## config.mk

```make
export PLATFORM = sky130hd
export DESIGN_NAME = scl_loader
export DESIGN_NICKNAME = d
export VERILOG_FILES = /design/src/hw/scl_pkg.sv /design/src/hw/scl_fifo.sv /design/src/hw/scl_loader.sv
export SDC_FILE = /design/constraint.sdc
export NUM_CORES = 1
export LEC_CHECK = 0
export BUFFER_PORTS_ARGS = -buffer_cell sky130_fd_sc_hd__clkbuf_2
export CAP_MARGIN = 15
export CORE_ASPECT_RATIO = 1.5
export CORE_UTILIZATION = 40
export DETAILED_ROUTE_END_ITERATION = 6
export SETUP_SLACK_MARGIN = 0.02
export SKIP_CTS_REPAIR_TIMING = 1
export SLEW_MARGIN = 20
export SYNTH_ARGS = -nofsm -noshare
export SYNTH_HDL_FRONTEND = slang
export SYNTH_SLANG_ARGS = --single-unit
```

## constraint.sdc

```tcl
create_clock -name ref_clk -period 6 [get_ports ref_clk]
set_input_delay 0.9 -clock ref_clk [delete_from_list [all_inputs] [get_ports ref_clk]]
set_output_delay 0.9 -clock ref_clk [all_outputs]
set_load 0.1 [all_outputs]
```

## src/hw/scl_pkg.sv

```systemverilog
// Purpose: shared constants and types of the serial image loader
// Assumes: core clock of 50 MHz
// Notes: times are kept in ns, cycle counts derived from them
package scl_pkg;
  localparam int CLK_MHZ = 50;
  // pin slots of the four-pin serial port
  localparam int PIN_SS = 0;
  localparam int PIN_SCK = 1;
  localparam int PIN_SO = 2;
  localparam int PIN_SI = 3;
  localparam int NPINS = 4;
  // synchroniser slots
  localparam int SY_SUP = 0; // four supply-good levels
  localparam int SY_CRST = 4;
  localparam int SY_TEST = 5;
  localparam int SY_PIN = 6; // four pin inputs
  localparam int NSYNC = 10;
  localparam int NSUP = 4;
  localparam int SUP_SPI = 1; // supply slot of the memory supply
  // memory commands
  localparam logic [7:0] CMD_WAKE = 8'hab;
  localparam logic [7:0] CMD_FAST_READ = 8'h0b;
  localparam logic [7:0] CMD_POWER_DOWN = 8'hb9;
  localparam logic [23:0] START_ADDR = 24'h000000;
  localparam logic [7:0] DUMMY_BYTE = 8'h00;
  localparam int CMD_BITS = 8;
  localparam int READ_BITS = 40; // command, address, dummy
  localparam int SH_W = 40;
  // timing
  localparam int PROM_READY_NS = 10000;
  localparam int WAKE_GAP_NS = 10000;
  localparam int RESET_PULSE_NS = 200;
  localparam int PROM_READY_CYC = (PROM_READY_NS * CLK_MHZ + 999) / 1000;
  localparam int WAKE_GAP_CYC = (WAKE_GAP_NS * CLK_MHZ + 999) / 1000;
  localparam int RESET_PULSE_CYC = (RESET_PULSE_NS * CLK_MHZ + 999) / 1000;
  localparam int CNT_W = 10;
  // half periods of the serial clock, in core cycles
  localparam logic [4:0] HALF_SLOW = 5'h10;
  localparam logic [4:0] HALF_FAST = 5'h04;
  typedef enum logic [3:0] {
    ST_RESET = 4'h0,
    ST_WAKE = 4'h1,
    ST_GAP = 4'h2,
    ST_READ = 4'h3,
    ST_DATA = 4'h4,
    ST_PGAP = 4'h5,
    ST_PD = 4'h6,
    ST_DONE = 4'h7,
    ST_SLAVE = 4'h8
  } scl_state_e;
endpackage : scl_pkg

```

## src/hw/scl_fifo.sv

```systemverilog
// Purpose: small buffer for received image bytes
// Assumes: one clock, synchronous active-high reset
// Notes: output stage is a register; capacity is DEPTH plus one
`timescale 1ns/1ps
`default_nettype none
module scl_fifo #(
  parameter int WIDTH = 8,
  parameter int DEPTH = 16
) (
  input wire logic clk,
  input wire logic rst,
  input wire logic in_valid,
  output logic in_ready,
  input wire logic [WIDTH-1:0] in_data,
  output logic out_valid,
  input wire logic out_ready,
  output logic [WIDTH-1:0] out_data
);
  localparam int AW = $clog2(DEPTH);
  initial
  begin
    if (DEPTH < 2 || (1 << AW) != DEPTH)
      $error("scl_fifo: DEPTH must be a power of two");
  end
  logic [WIDTH-1:0] mem [DEPTH];
  logic [AW:0] wr_ff;
  logic [AW:0] rd_ff;
  logic empty;
  logic push;
  logic pop;
  logic [WIDTH-1:0] data_ff;
  logic valid_ff;
  // honest full and empty from pointer compare
  assign empty = (wr_ff == rd_ff);
  assign in_ready = !((wr_ff[AW] != rd_ff[AW]) &&
                      (wr_ff[AW-1:0] == rd_ff[AW-1:0]));
  assign push = in_valid && in_ready;
  assign pop = !empty && (!valid_ff || out_ready);
  assign out_valid = valid_ff;
  assign out_data = data_ff;
  // storage write
  always_ff @(posedge clk)
  begin
    if (push)
      mem[wr_ff[AW-1:0]] <= in_data;
  end
  // pointers
  always_ff @(posedge clk)
  begin
    if (rst)
    begin
      wr_ff <= '0;
      rd_ff <= '0;
    end
    else
    begin
      if (push)
        wr_ff <= wr_ff + 1'b1;
      if (pop)
        rd_ff <= rd_ff + 1'b1;
    end
  end
  // registered output stage
  always_ff @(posedge clk)
  begin
    if (rst)
    begin
      valid_ff <= 1'b0;
      data_ff <= '0;
    end
    else if (pop)
    begin
      valid_ff <= 1'b1;
      data_ff <= mem[rd_ff[AW-1:0]];
    end
    else if (out_ready)
      valid_ff <= 1'b0;
  end
endmodule : scl_fifo
`default_nettype wire

```

## src/hw/scl_loader.sv

```systemverilog
// Purpose: reset gathering and serial-memory master loader
// Assumes: 50 MHz ref_clk, all pin inputs asynchronous
// Notes: received image bytes leave through a 16-word buffer
`timescale 1ns/1ps
`default_nettype none
// Notes on behaviour
// - hold internal reset while any monitored supply is below threshold
// - after memory supply good, wait extra time before releasing reset
// - hold internal reset while config_reset_n is low, once it has stayed low for 200 ns
// - test-port reset command also resets internal logic
// - select pin high at reset release chooses master loading
// - master drives select low-active, clock and data out; reads data in
// - after configuration the four port pins become user I/O (master loading only; in slave mode they stay undriven inputs)
// - read image with fast read 0x0b, 24-bit address, eight dummy bits
// - optional power-down 0xb9 after load; wake 0xab at start
// - serial clock rate selectable; memory must keep up at top rate
// - send wake, deselect, wait 10 us before next command
// - first read always starts at address zero
// - output changes on falling clock edge, input sampled on rising
// - config_reset_n low for 200 ns resets; release restarts from power-on
module scl_loader
  import scl_pkg::*;
#(
  parameter int IMAGE_BITS = 4096,
  parameter int FIFO_DEPTH = 16
) (
  input wire logic ref_clk,
  input wire logic sys_rst,
  input wire logic [NSUP-1:0] supply_good,
  input wire logic config_reset_n,
  input wire logic test_reset_cmd,
  input wire logic rate_fast,
  input wire logic power_down_en,
  input wire logic [NPINS-1:0] pin_i,
  output logic [NPINS-1:0] pin_o,
  output logic [NPINS-1:0] pin_oe_n,
  input wire logic [NPINS-1:0] user_o,
  input wire logic [NPINS-1:0] user_oe_n,
  output logic [NPINS-1:0] gpio_in,
  output logic internal_reset,
  output logic master_mode,
  output logic config_done,
  output logic cfg_valid,
  input wire logic cfg_ready,
  output logic [7:0] cfg_data
);
  initial
  begin
    if (IMAGE_BITS < 8 || (IMAGE_BITS % 8) != 0)
      $error("scl_loader: IMAGE_BITS must be a positive multiple of 8");
  end

  logic [NSYNC-1:0] sync1_ff;
  logic [NSYNC-1:0] sync2_ff;
  logic [NSUP-1:0] sup_s;
  logic crst_n_s;
  logic test_s;
  logic [NPINS-1:0] pin_s;
  logic [CNT_W-1:0] por_cnt_ff;
  logic por_hold;
  logic [CNT_W-1:0] low_cnt_ff;
  logic creset_hold;
  logic internal_rst_ff;
  logic [4:0] div_ff;
  logic [4:0] half;
  logic tick;
  logic go;
  scl_state_e state_ff;
  logic [SH_W-1:0] sh_ff;
  logic [31:0] cnt_ff;
  logic [CNT_W-1:0] gap_ff;
  logic ss_ff;
  logic sck_ff;
  logic so_ff;
  logic [6:0] rx_ff;
  logic [2:0] rx_cnt_ff;
  logic master_ff;
  logic done_ff;
  logic [NPINS-1:0] pin_o_ff;
  logic [NPINS-1:0] pin_oe_n_ff;
  logic [NPINS-1:0] gpio_in_ff;
  logic fifo_in_valid;
  logic fifo_in_ready;
  logic [7:0] fifo_in_data;

  // two-stage synchronisers for all pin inputs
  always_ff @(posedge ref_clk)
  begin
    if (sys_rst)
    begin
      sync1_ff <= '0;
      sync2_ff <= '0;
    end
    else
    begin
      sync1_ff <= {pin_i, test_reset_cmd, config_reset_n, supply_good};
      sync2_ff <= sync1_ff;
    end
  end
  assign sup_s = sync2_ff[SY_SUP +: NSUP];
  assign crst_n_s = sync2_ff[SY_CRST];
  assign test_s = sync2_ff[SY_TEST];
  assign pin_s = sync2_ff[SY_PIN +: NPINS];

  always_ff @(posedge ref_clk)
  begin
    if (sys_rst || !(&sup_s))
      por_cnt_ff <= '0;
    else if (por_cnt_ff != CNT_W'(PROM_READY_CYC))
      por_cnt_ff <= por_cnt_ff + 1'b1;
  end
  assign por_hold = (por_cnt_ff != CNT_W'(PROM_READY_CYC)) || !sup_s[SUP_SPI];

  always_ff @(posedge ref_clk)
  begin
    if (sys_rst || crst_n_s)
      low_cnt_ff <= '0;
    else if (low_cnt_ff != CNT_W'(RESET_PULSE_CYC))
      low_cnt_ff <= low_cnt_ff + 1'b1;
  end
  assign creset_hold = (low_cnt_ff == CNT_W'(RESET_PULSE_CYC));

  always_ff @(posedge ref_clk)
  begin
    if (sys_rst)
      internal_rst_ff <= 1'b1;
    else
      internal_rst_ff <= por_hold || creset_hold || test_s;
  end

  // serial clock divider, rate from the rate_fast input
  assign half = rate_fast ? HALF_FAST : HALF_SLOW;
  always_ff @(posedge ref_clk)
  begin
    if (sys_rst || internal_rst_ff || tick)
      div_ff <= '0;
    else
      div_ff <= div_ff + 1'b1;
  end
  assign tick = (div_ff >= half - 5'h01);
  // full buffer stalls the serial clock
  assign go = tick && (state_ff != ST_DATA || fifo_in_ready);

  // received byte handed to the buffer at its last rising edge
  assign fifo_in_valid = go && (state_ff == ST_DATA) && !sck_ff &&
                         (rx_cnt_ff == 3'h7);
  assign fifo_in_data = {rx_ff, pin_s[PIN_SI]};

  // serial engine and load sequence
  always_ff @(posedge ref_clk)
  begin
    if (sys_rst || internal_rst_ff)
    begin
      state_ff <= ST_RESET;
      sh_ff <= '0;
      cnt_ff <= '0;
      gap_ff <= '0;
      ss_ff <= 1'b1;
      sck_ff <= 1'b0;
      so_ff <= 1'b0;
      rx_ff <= '0;
      rx_cnt_ff <= '0;
      master_ff <= 1'b0;
    end
    else
    begin
      unique case (state_ff)
        ST_RESET:
        begin
          // strap on select pin picks master loading
          master_ff <= pin_s[PIN_SS];
          if (pin_s[PIN_SS])
          begin
            state_ff <= ST_WAKE;
            ss_ff <= 1'b0;
            sh_ff <= {CMD_WAKE, 32'h00000000};
            so_ff <= CMD_WAKE[7];
            cnt_ff <= 32'(CMD_BITS);
          end
          else
            state_ff <= ST_SLAVE;
        end
        ST_GAP:
        begin
          // select high for the wake gap
          if (gap_ff == CNT_W'(WAKE_GAP_CYC - 1))
          begin
            state_ff <= ST_READ;
            ss_ff <= 1'b0;
            sh_ff <= {CMD_FAST_READ, START_ADDR, DUMMY_BYTE};
            so_ff <= CMD_FAST_READ[7];
            cnt_ff <= 32'(READ_BITS);
          end
          else
            gap_ff <= gap_ff + 1'b1;
        end
        ST_PGAP:
        begin
          if (go)
          begin
            state_ff <= ST_PD;
            ss_ff <= 1'b0;
            sh_ff <= {CMD_POWER_DOWN, 32'h00000000};
            so_ff <= CMD_POWER_DOWN[7];
            cnt_ff <= 32'(CMD_BITS);
          end
        end
        ST_WAKE, ST_READ, ST_DATA, ST_PD:
        begin
          if (go && !sck_ff)
          begin
            // rising edge: sample input, count bit
            sck_ff <= 1'b1;
            cnt_ff <= cnt_ff - 32'h1;
            if (state_ff == ST_DATA)
            begin
              rx_ff <= {rx_ff[5:0], pin_s[PIN_SI]};
              rx_cnt_ff <= rx_cnt_ff + 3'h1;
            end
          end
          else if (go)
          begin
            // falling edge: shift next output bit
            sck_ff <= 1'b0;
            sh_ff <= sh_ff << 1;
            so_ff <= sh_ff[SH_W-2];
            if (cnt_ff == 32'h0)
            begin
              unique case (state_ff)
                ST_WAKE:
                begin
                  // deselect after the last wake bit
                  ss_ff <= 1'b1;
                  gap_ff <= '0;
                  state_ff <= ST_GAP;
                end
                ST_READ:
                begin
                  state_ff <= ST_DATA;
                  cnt_ff <= 32'(IMAGE_BITS);
                end
                ST_DATA:
                begin
                  ss_ff <= 1'b1;
                  state_ff <= power_down_en ? ST_PGAP : ST_DONE;
                end
                default:
                begin
                  ss_ff <= 1'b1;
                  state_ff <= ST_DONE;
                end
              endcase
            end
          end
        end
        ST_DONE, ST_SLAVE:
          state_ff <= state_ff;
        default:
          state_ff <= ST_RESET;
      endcase
    end
  end

  // pin drive, handed to user logic when done
  always_ff @(posedge ref_clk)
  begin
    if (sys_rst)
    begin
      pin_o_ff <= '1;
      pin_oe_n_ff <= '1;
      done_ff <= 1'b0;
    end
    else if (state_ff == ST_DONE && !internal_rst_ff)
    begin
      pin_o_ff <= user_o;
      pin_oe_n_ff <= user_oe_n;
      done_ff <= 1'b1;
    end
    else
    begin
      done_ff <= 1'b0;
      pin_o_ff <= {1'b1, so_ff, sck_ff, ss_ff};
      if (master_ff && !internal_rst_ff && state_ff != ST_RESET)
        pin_oe_n_ff <= 4'h8; // SI stays an input
      else
        pin_oe_n_ff <= '1;
    end
  end

  // synchronised pin levels for the application
  always_ff @(posedge ref_clk)
  begin
    if (sys_rst)
      gpio_in_ff <= '0;
    else
      gpio_in_ff <= pin_s;
  end

  scl_fifo #(
    .WIDTH(8),
    .DEPTH(FIFO_DEPTH)
  ) u_fifo (
    .clk(ref_clk),
    .rst(sys_rst || internal_rst_ff),
    .in_valid(fifo_in_valid),
    .in_ready(fifo_in_ready),
    .in_data(fifo_in_data),
    .out_valid(cfg_valid),
    .out_ready(cfg_ready),
    .out_data(cfg_data)
  );

  assign pin_o = pin_o_ff;
  assign pin_oe_n = pin_oe_n_ff;
  assign gpio_in = gpio_in_ff;
  assign internal_reset = internal_rst_ff;
  assign master_mode = master_ff;
  assign config_done = done_ff;
endmodule : scl_loader
`default_nettype wire

```

==> impl_metrics.toml <==
[outcome]
violations = "design-rule violations"
status = "complete, but fails checks"

[timing]
fin_crit_ns = 3.59
skew_ns = 0.0153
fin_crit_sh = 0.598
timing.fmax_mhz = 279
setup_viol = 0
rsz0062_at_grt = "false"
tightest_slew_ns = 1.02
hold_violations = 0
slew_headroom = 0.317
slew_viol_final = 0
finalWorstSetupSlack_ns = 2.41
setup_tns_ns = 0

[run]
drv_cap = 0

[synth]
yosys.cell_types.count = 59
async_flop_share = 0
synth_top_family_by_area = "simple AND/OR/NAND/NOR gates"
syn_area_per_cell_um2 = 12.4
synthSimpleGateAreaFrac = 0.157
synth_compound_area_frac = 0.0497
netlist_instances = 900
synth-adder-area-share = 0.0191
synth.net_count = 940
ys_seq_area_frac = 0.606
synthXorXnorAreaFrac = 0.0472
synth_seq_cells = 273
ys_warn_count = 0
synthMuxAreaShare = 0.0989
netlist_area_um2 = 11100
ys.flop_type = "dfxtp_1"
synth_edf_count = 128

[setup_path]
worstReg2RegStart = "state_ff[0]"
end_kind = "flop"
crit_required_ns = 6.46
r2r_slack_ns = 2.41
cpPeakStageDelay_ns = 0.70
path_max_fanout = 29
critPathSlowestCell = "or4b_1"
cp_cell_sequence = "or4b_1 > a31oi_1 > or3_1 > nor2_2 > buf_4 > and2_1 > a21o_1 > a211oi_1"
critPathKind = "flop to flop"
crit_arrival_ns = 4.04
r2r_end = "cnt_ff[1]"
ff2ff_path_depth = 8
worst_setup_path_start_kind = "flop"

[power_and_ir_drop]
pwr-share-comb = 0.014
p_switching_w = 0.000741
power_leakage_nw = 4.53
cellPowerDensity_nw_per_um2 = 290
clkPwrFrac = 0.450
switching_share = 0.204
worst_ir_drop_vdd_mv = 0.301
cell_internal_pwr_w = 0.00289
power_frac_seq = 0.536

[drt]
vias = 6866
wl_per_cell_um = 17.3
routed_wl_um = 22500
drtIter0Drc = 399
vias_per_cell = 5.29
ant_nets = 0
firstDrtPassIters = 7
drc_errors = 16

[finish]
num_antenna_cells = 0
area_growth_pct = 12.5
drive_gt1_frac = 0.158
fill_cells = 2487
fin_cells = 1299
nNetsFinal = 977
final_cell_area_um2 = 12500

[floorplanning]
design.core.area_um2 = 27300
die_area_um2 = 28500
fp-row-count = 74
io_pins = 47
start_util = 0.408
die_w_um = 138
die_h_um = 206

[clocking]
cts_buffer_depth = 3
cts_made_buffers = 27
clock_sinks = 273
htree_levels = 1
cts_tree = "yes"
ctsRootBufferMaster = "clkbuf_16"
insertion_delay_ns = 0.55
clk_pin_slew_worst_paths_ns = 0.06

[grt]
antenna_found_initial = 0
grt_pass1_wl_um = 36700
grt_pass1_vias = 6855
grt.overflow.total = 0
grt_max_degree = 38
gr-usage-all-layers = 0.163

[placed_design]
globalplace.congestion = 0.778
dp.final_hpwl_um = 14900
port_buffers = 46
dp_slack_ns = 2.01
placedCellCount = 1250
placed_area_um2 = 11700

[min_path]
hold_path.class = "flop to flop"
holdPathStages = 1
hold_end = "sync2_ff[0]"
hp-start = "sync1_ff[0]"
power groups by stage:
stage | Clock, W | Combinational, W | Sequential [W]
2_1_floorplan | 0 | 0.0000280 | 0.00200
3_3_place_gp | 0 | 0.0000527 | 0.00199
3_5_place_dp | 0 | 0.0000527 | 0.00199
4_1_cts | 0.00168 | 0.0000531 | 0.00195
5_1_grt | 0.00175 | 0.0000579 | 0.00195
6_report | 0.00163 | 0.0000522 | 0.00195
layer usage:
metal | up-vias | track usage | part of all wire
met5 | - | 0 | 0
met3 | 33 | 0.0204 | 0.037
met1 | 3351 | 0.195 | 0.42
li1 | 3347 | - | -
met2 | 135 | 0.305 | 0.52
met4 | 0 | 0.0530 | 0.021
critical path, delay by kind of cell (launching register included):
kind / cells / cell delay, ns
buf+inv: 1 / 0.22
simple gates: 4 / 1.27
compound gates: 3 / 1.49
flops: 1 / 0.50
sequential cells by signal (all words and copies together), names as in the netlist, 5 cells and up:
signal and count:
u_fifo.rd_ff 5, por_cnt_ff 10, u_fifo.out_data 8, div_ff 5, low_cnt_ff 10, sync1_ff 10
rx_ff 7, sh_ff 7, u_fifo.mem 128, gap_ff 10, u_fifo.wr_ff 5, cnt_ff 32
sync2_ff 10
worst max path at each step:
stage / end / slack, ns / from / cells past startpoint
after floorplan: u_fifo.mem[3][0] / 2.69 / rate_fast / 8
after global placement: u_fifo.mem[1][1] / 2.02 / rate_fast / 9
after detailed placement: u_fifo.mem[3][1] / 2.01 / rate_fast / 9
after CTS: cnt_ff[1] / 2.36 / state_ff[0] / 8
after global routing: cnt_ff[23] / 2.20 / state_ff[0] / 8
final: cnt_ff[1] / 2.41 / state_ff[0] / 8
layout make-up:
cell class | count | area, um2 | share of cell area
Clock inverter | 15 | 141 | 0.0113
Multi-Input combinational cell | 566 | 4160 | 0.332
Tap cell | 342 | 428 | 0.0341
Clock buffer | 34 | 712 | 0.0568
Inverter | 16 | 60.1 | 0.00479
Timing Repair Buffer | 53 | 283 | 0.0226
Sequential cell | 273 | 6750 | 0.538
cells in the final DEF, fill, tap and decap left out, types with 20 or more instances in the layout:
| cell | n |
|---|---|
| a21oi_1 | 33 |
| nand3_1 | 35 |
| mux4_2 | 40 |
| o21ai_0 | 23 |
| mux2i_1 | 20 |
| clkbuf_2 | 46 |
| nand2_1 | 41 |
| clkbuf_16 | 27 |
| nor2b_1 | 29 |
| edfxtp_1 | 128 |
| nor2_1 | 115 |
| nor3_1 | 22 |
| dfxtp_1 | 144 |
| xor2_1 | 43 |
cells in the mapped netlist, types with 2 or more instances:
master	count	share of area
or4_1	10	0.0067
xor2_1	43	0.034
nand3b_1	2	0.0013
ha_1	17	0.019
buf_1	5	0.0017
a21o_1	2	0.0013
clkbuf_1	27	0.0091
nand4_1	17	0.0095
o2111ai_1	2	0.0016
nor3_1	25	0.011
o21ai_1	2	0.00090
nand2b_1	7	0.0039
mux2i_1	20	0.018
nand3_1	35	0.016
buf_2	12	0.0054
and3_1	10	0.0056
and2_1	2	0.0011
nand2_1	41	0.014
inv_1	16	0.0054
or2_2	5	0.0028
o21ai_0	23	0.010
a31oi_1	3	0.0017
nor4_1	12	0.0067
nor2b_1	29	0.016
o31ai_1	3	0.0020
dfxtp_1	145	0.26
a211oi_1	3	0.0020
a21oi_1	33	0.015
mux4_2	40	0.081
edfxtp_1	128	0.35
and4_1	3	0.0024
nor4b_1	2	0.0016
a211o_1	2	0.0016
or3_1	12	0.0067
o211ai_1	7	0.0047
nor2_1	115	0.039
o21a_1	2	0.0013
xnor2_1	17	0.013
cell families after synthesis:
| kind of cell | Yosys count |
|---|---|
| and+or+nand+nor | 338 |
| DFF | 273 |
| AOI/OAI and AO/OA | 91 |
| buffers and inverters | 61 |
| xor gates and xnor gates | 60 |
| muxes | 60 |
| adders and majority gates | 17 |
stage by stage:
step                hold slack [ns]  utilization  power [W]
finish                        0.433        0.459    0.00363
floorplan                     0.402            -    0.00202
global placement              0.423        0.427    0.00204
CTS                           0.435        0.458    0.00368
detailed placement            0.420        0.427    0.00204
global route                  0.443        0.459    0.00375
Power figures use the tool's default switching activity.
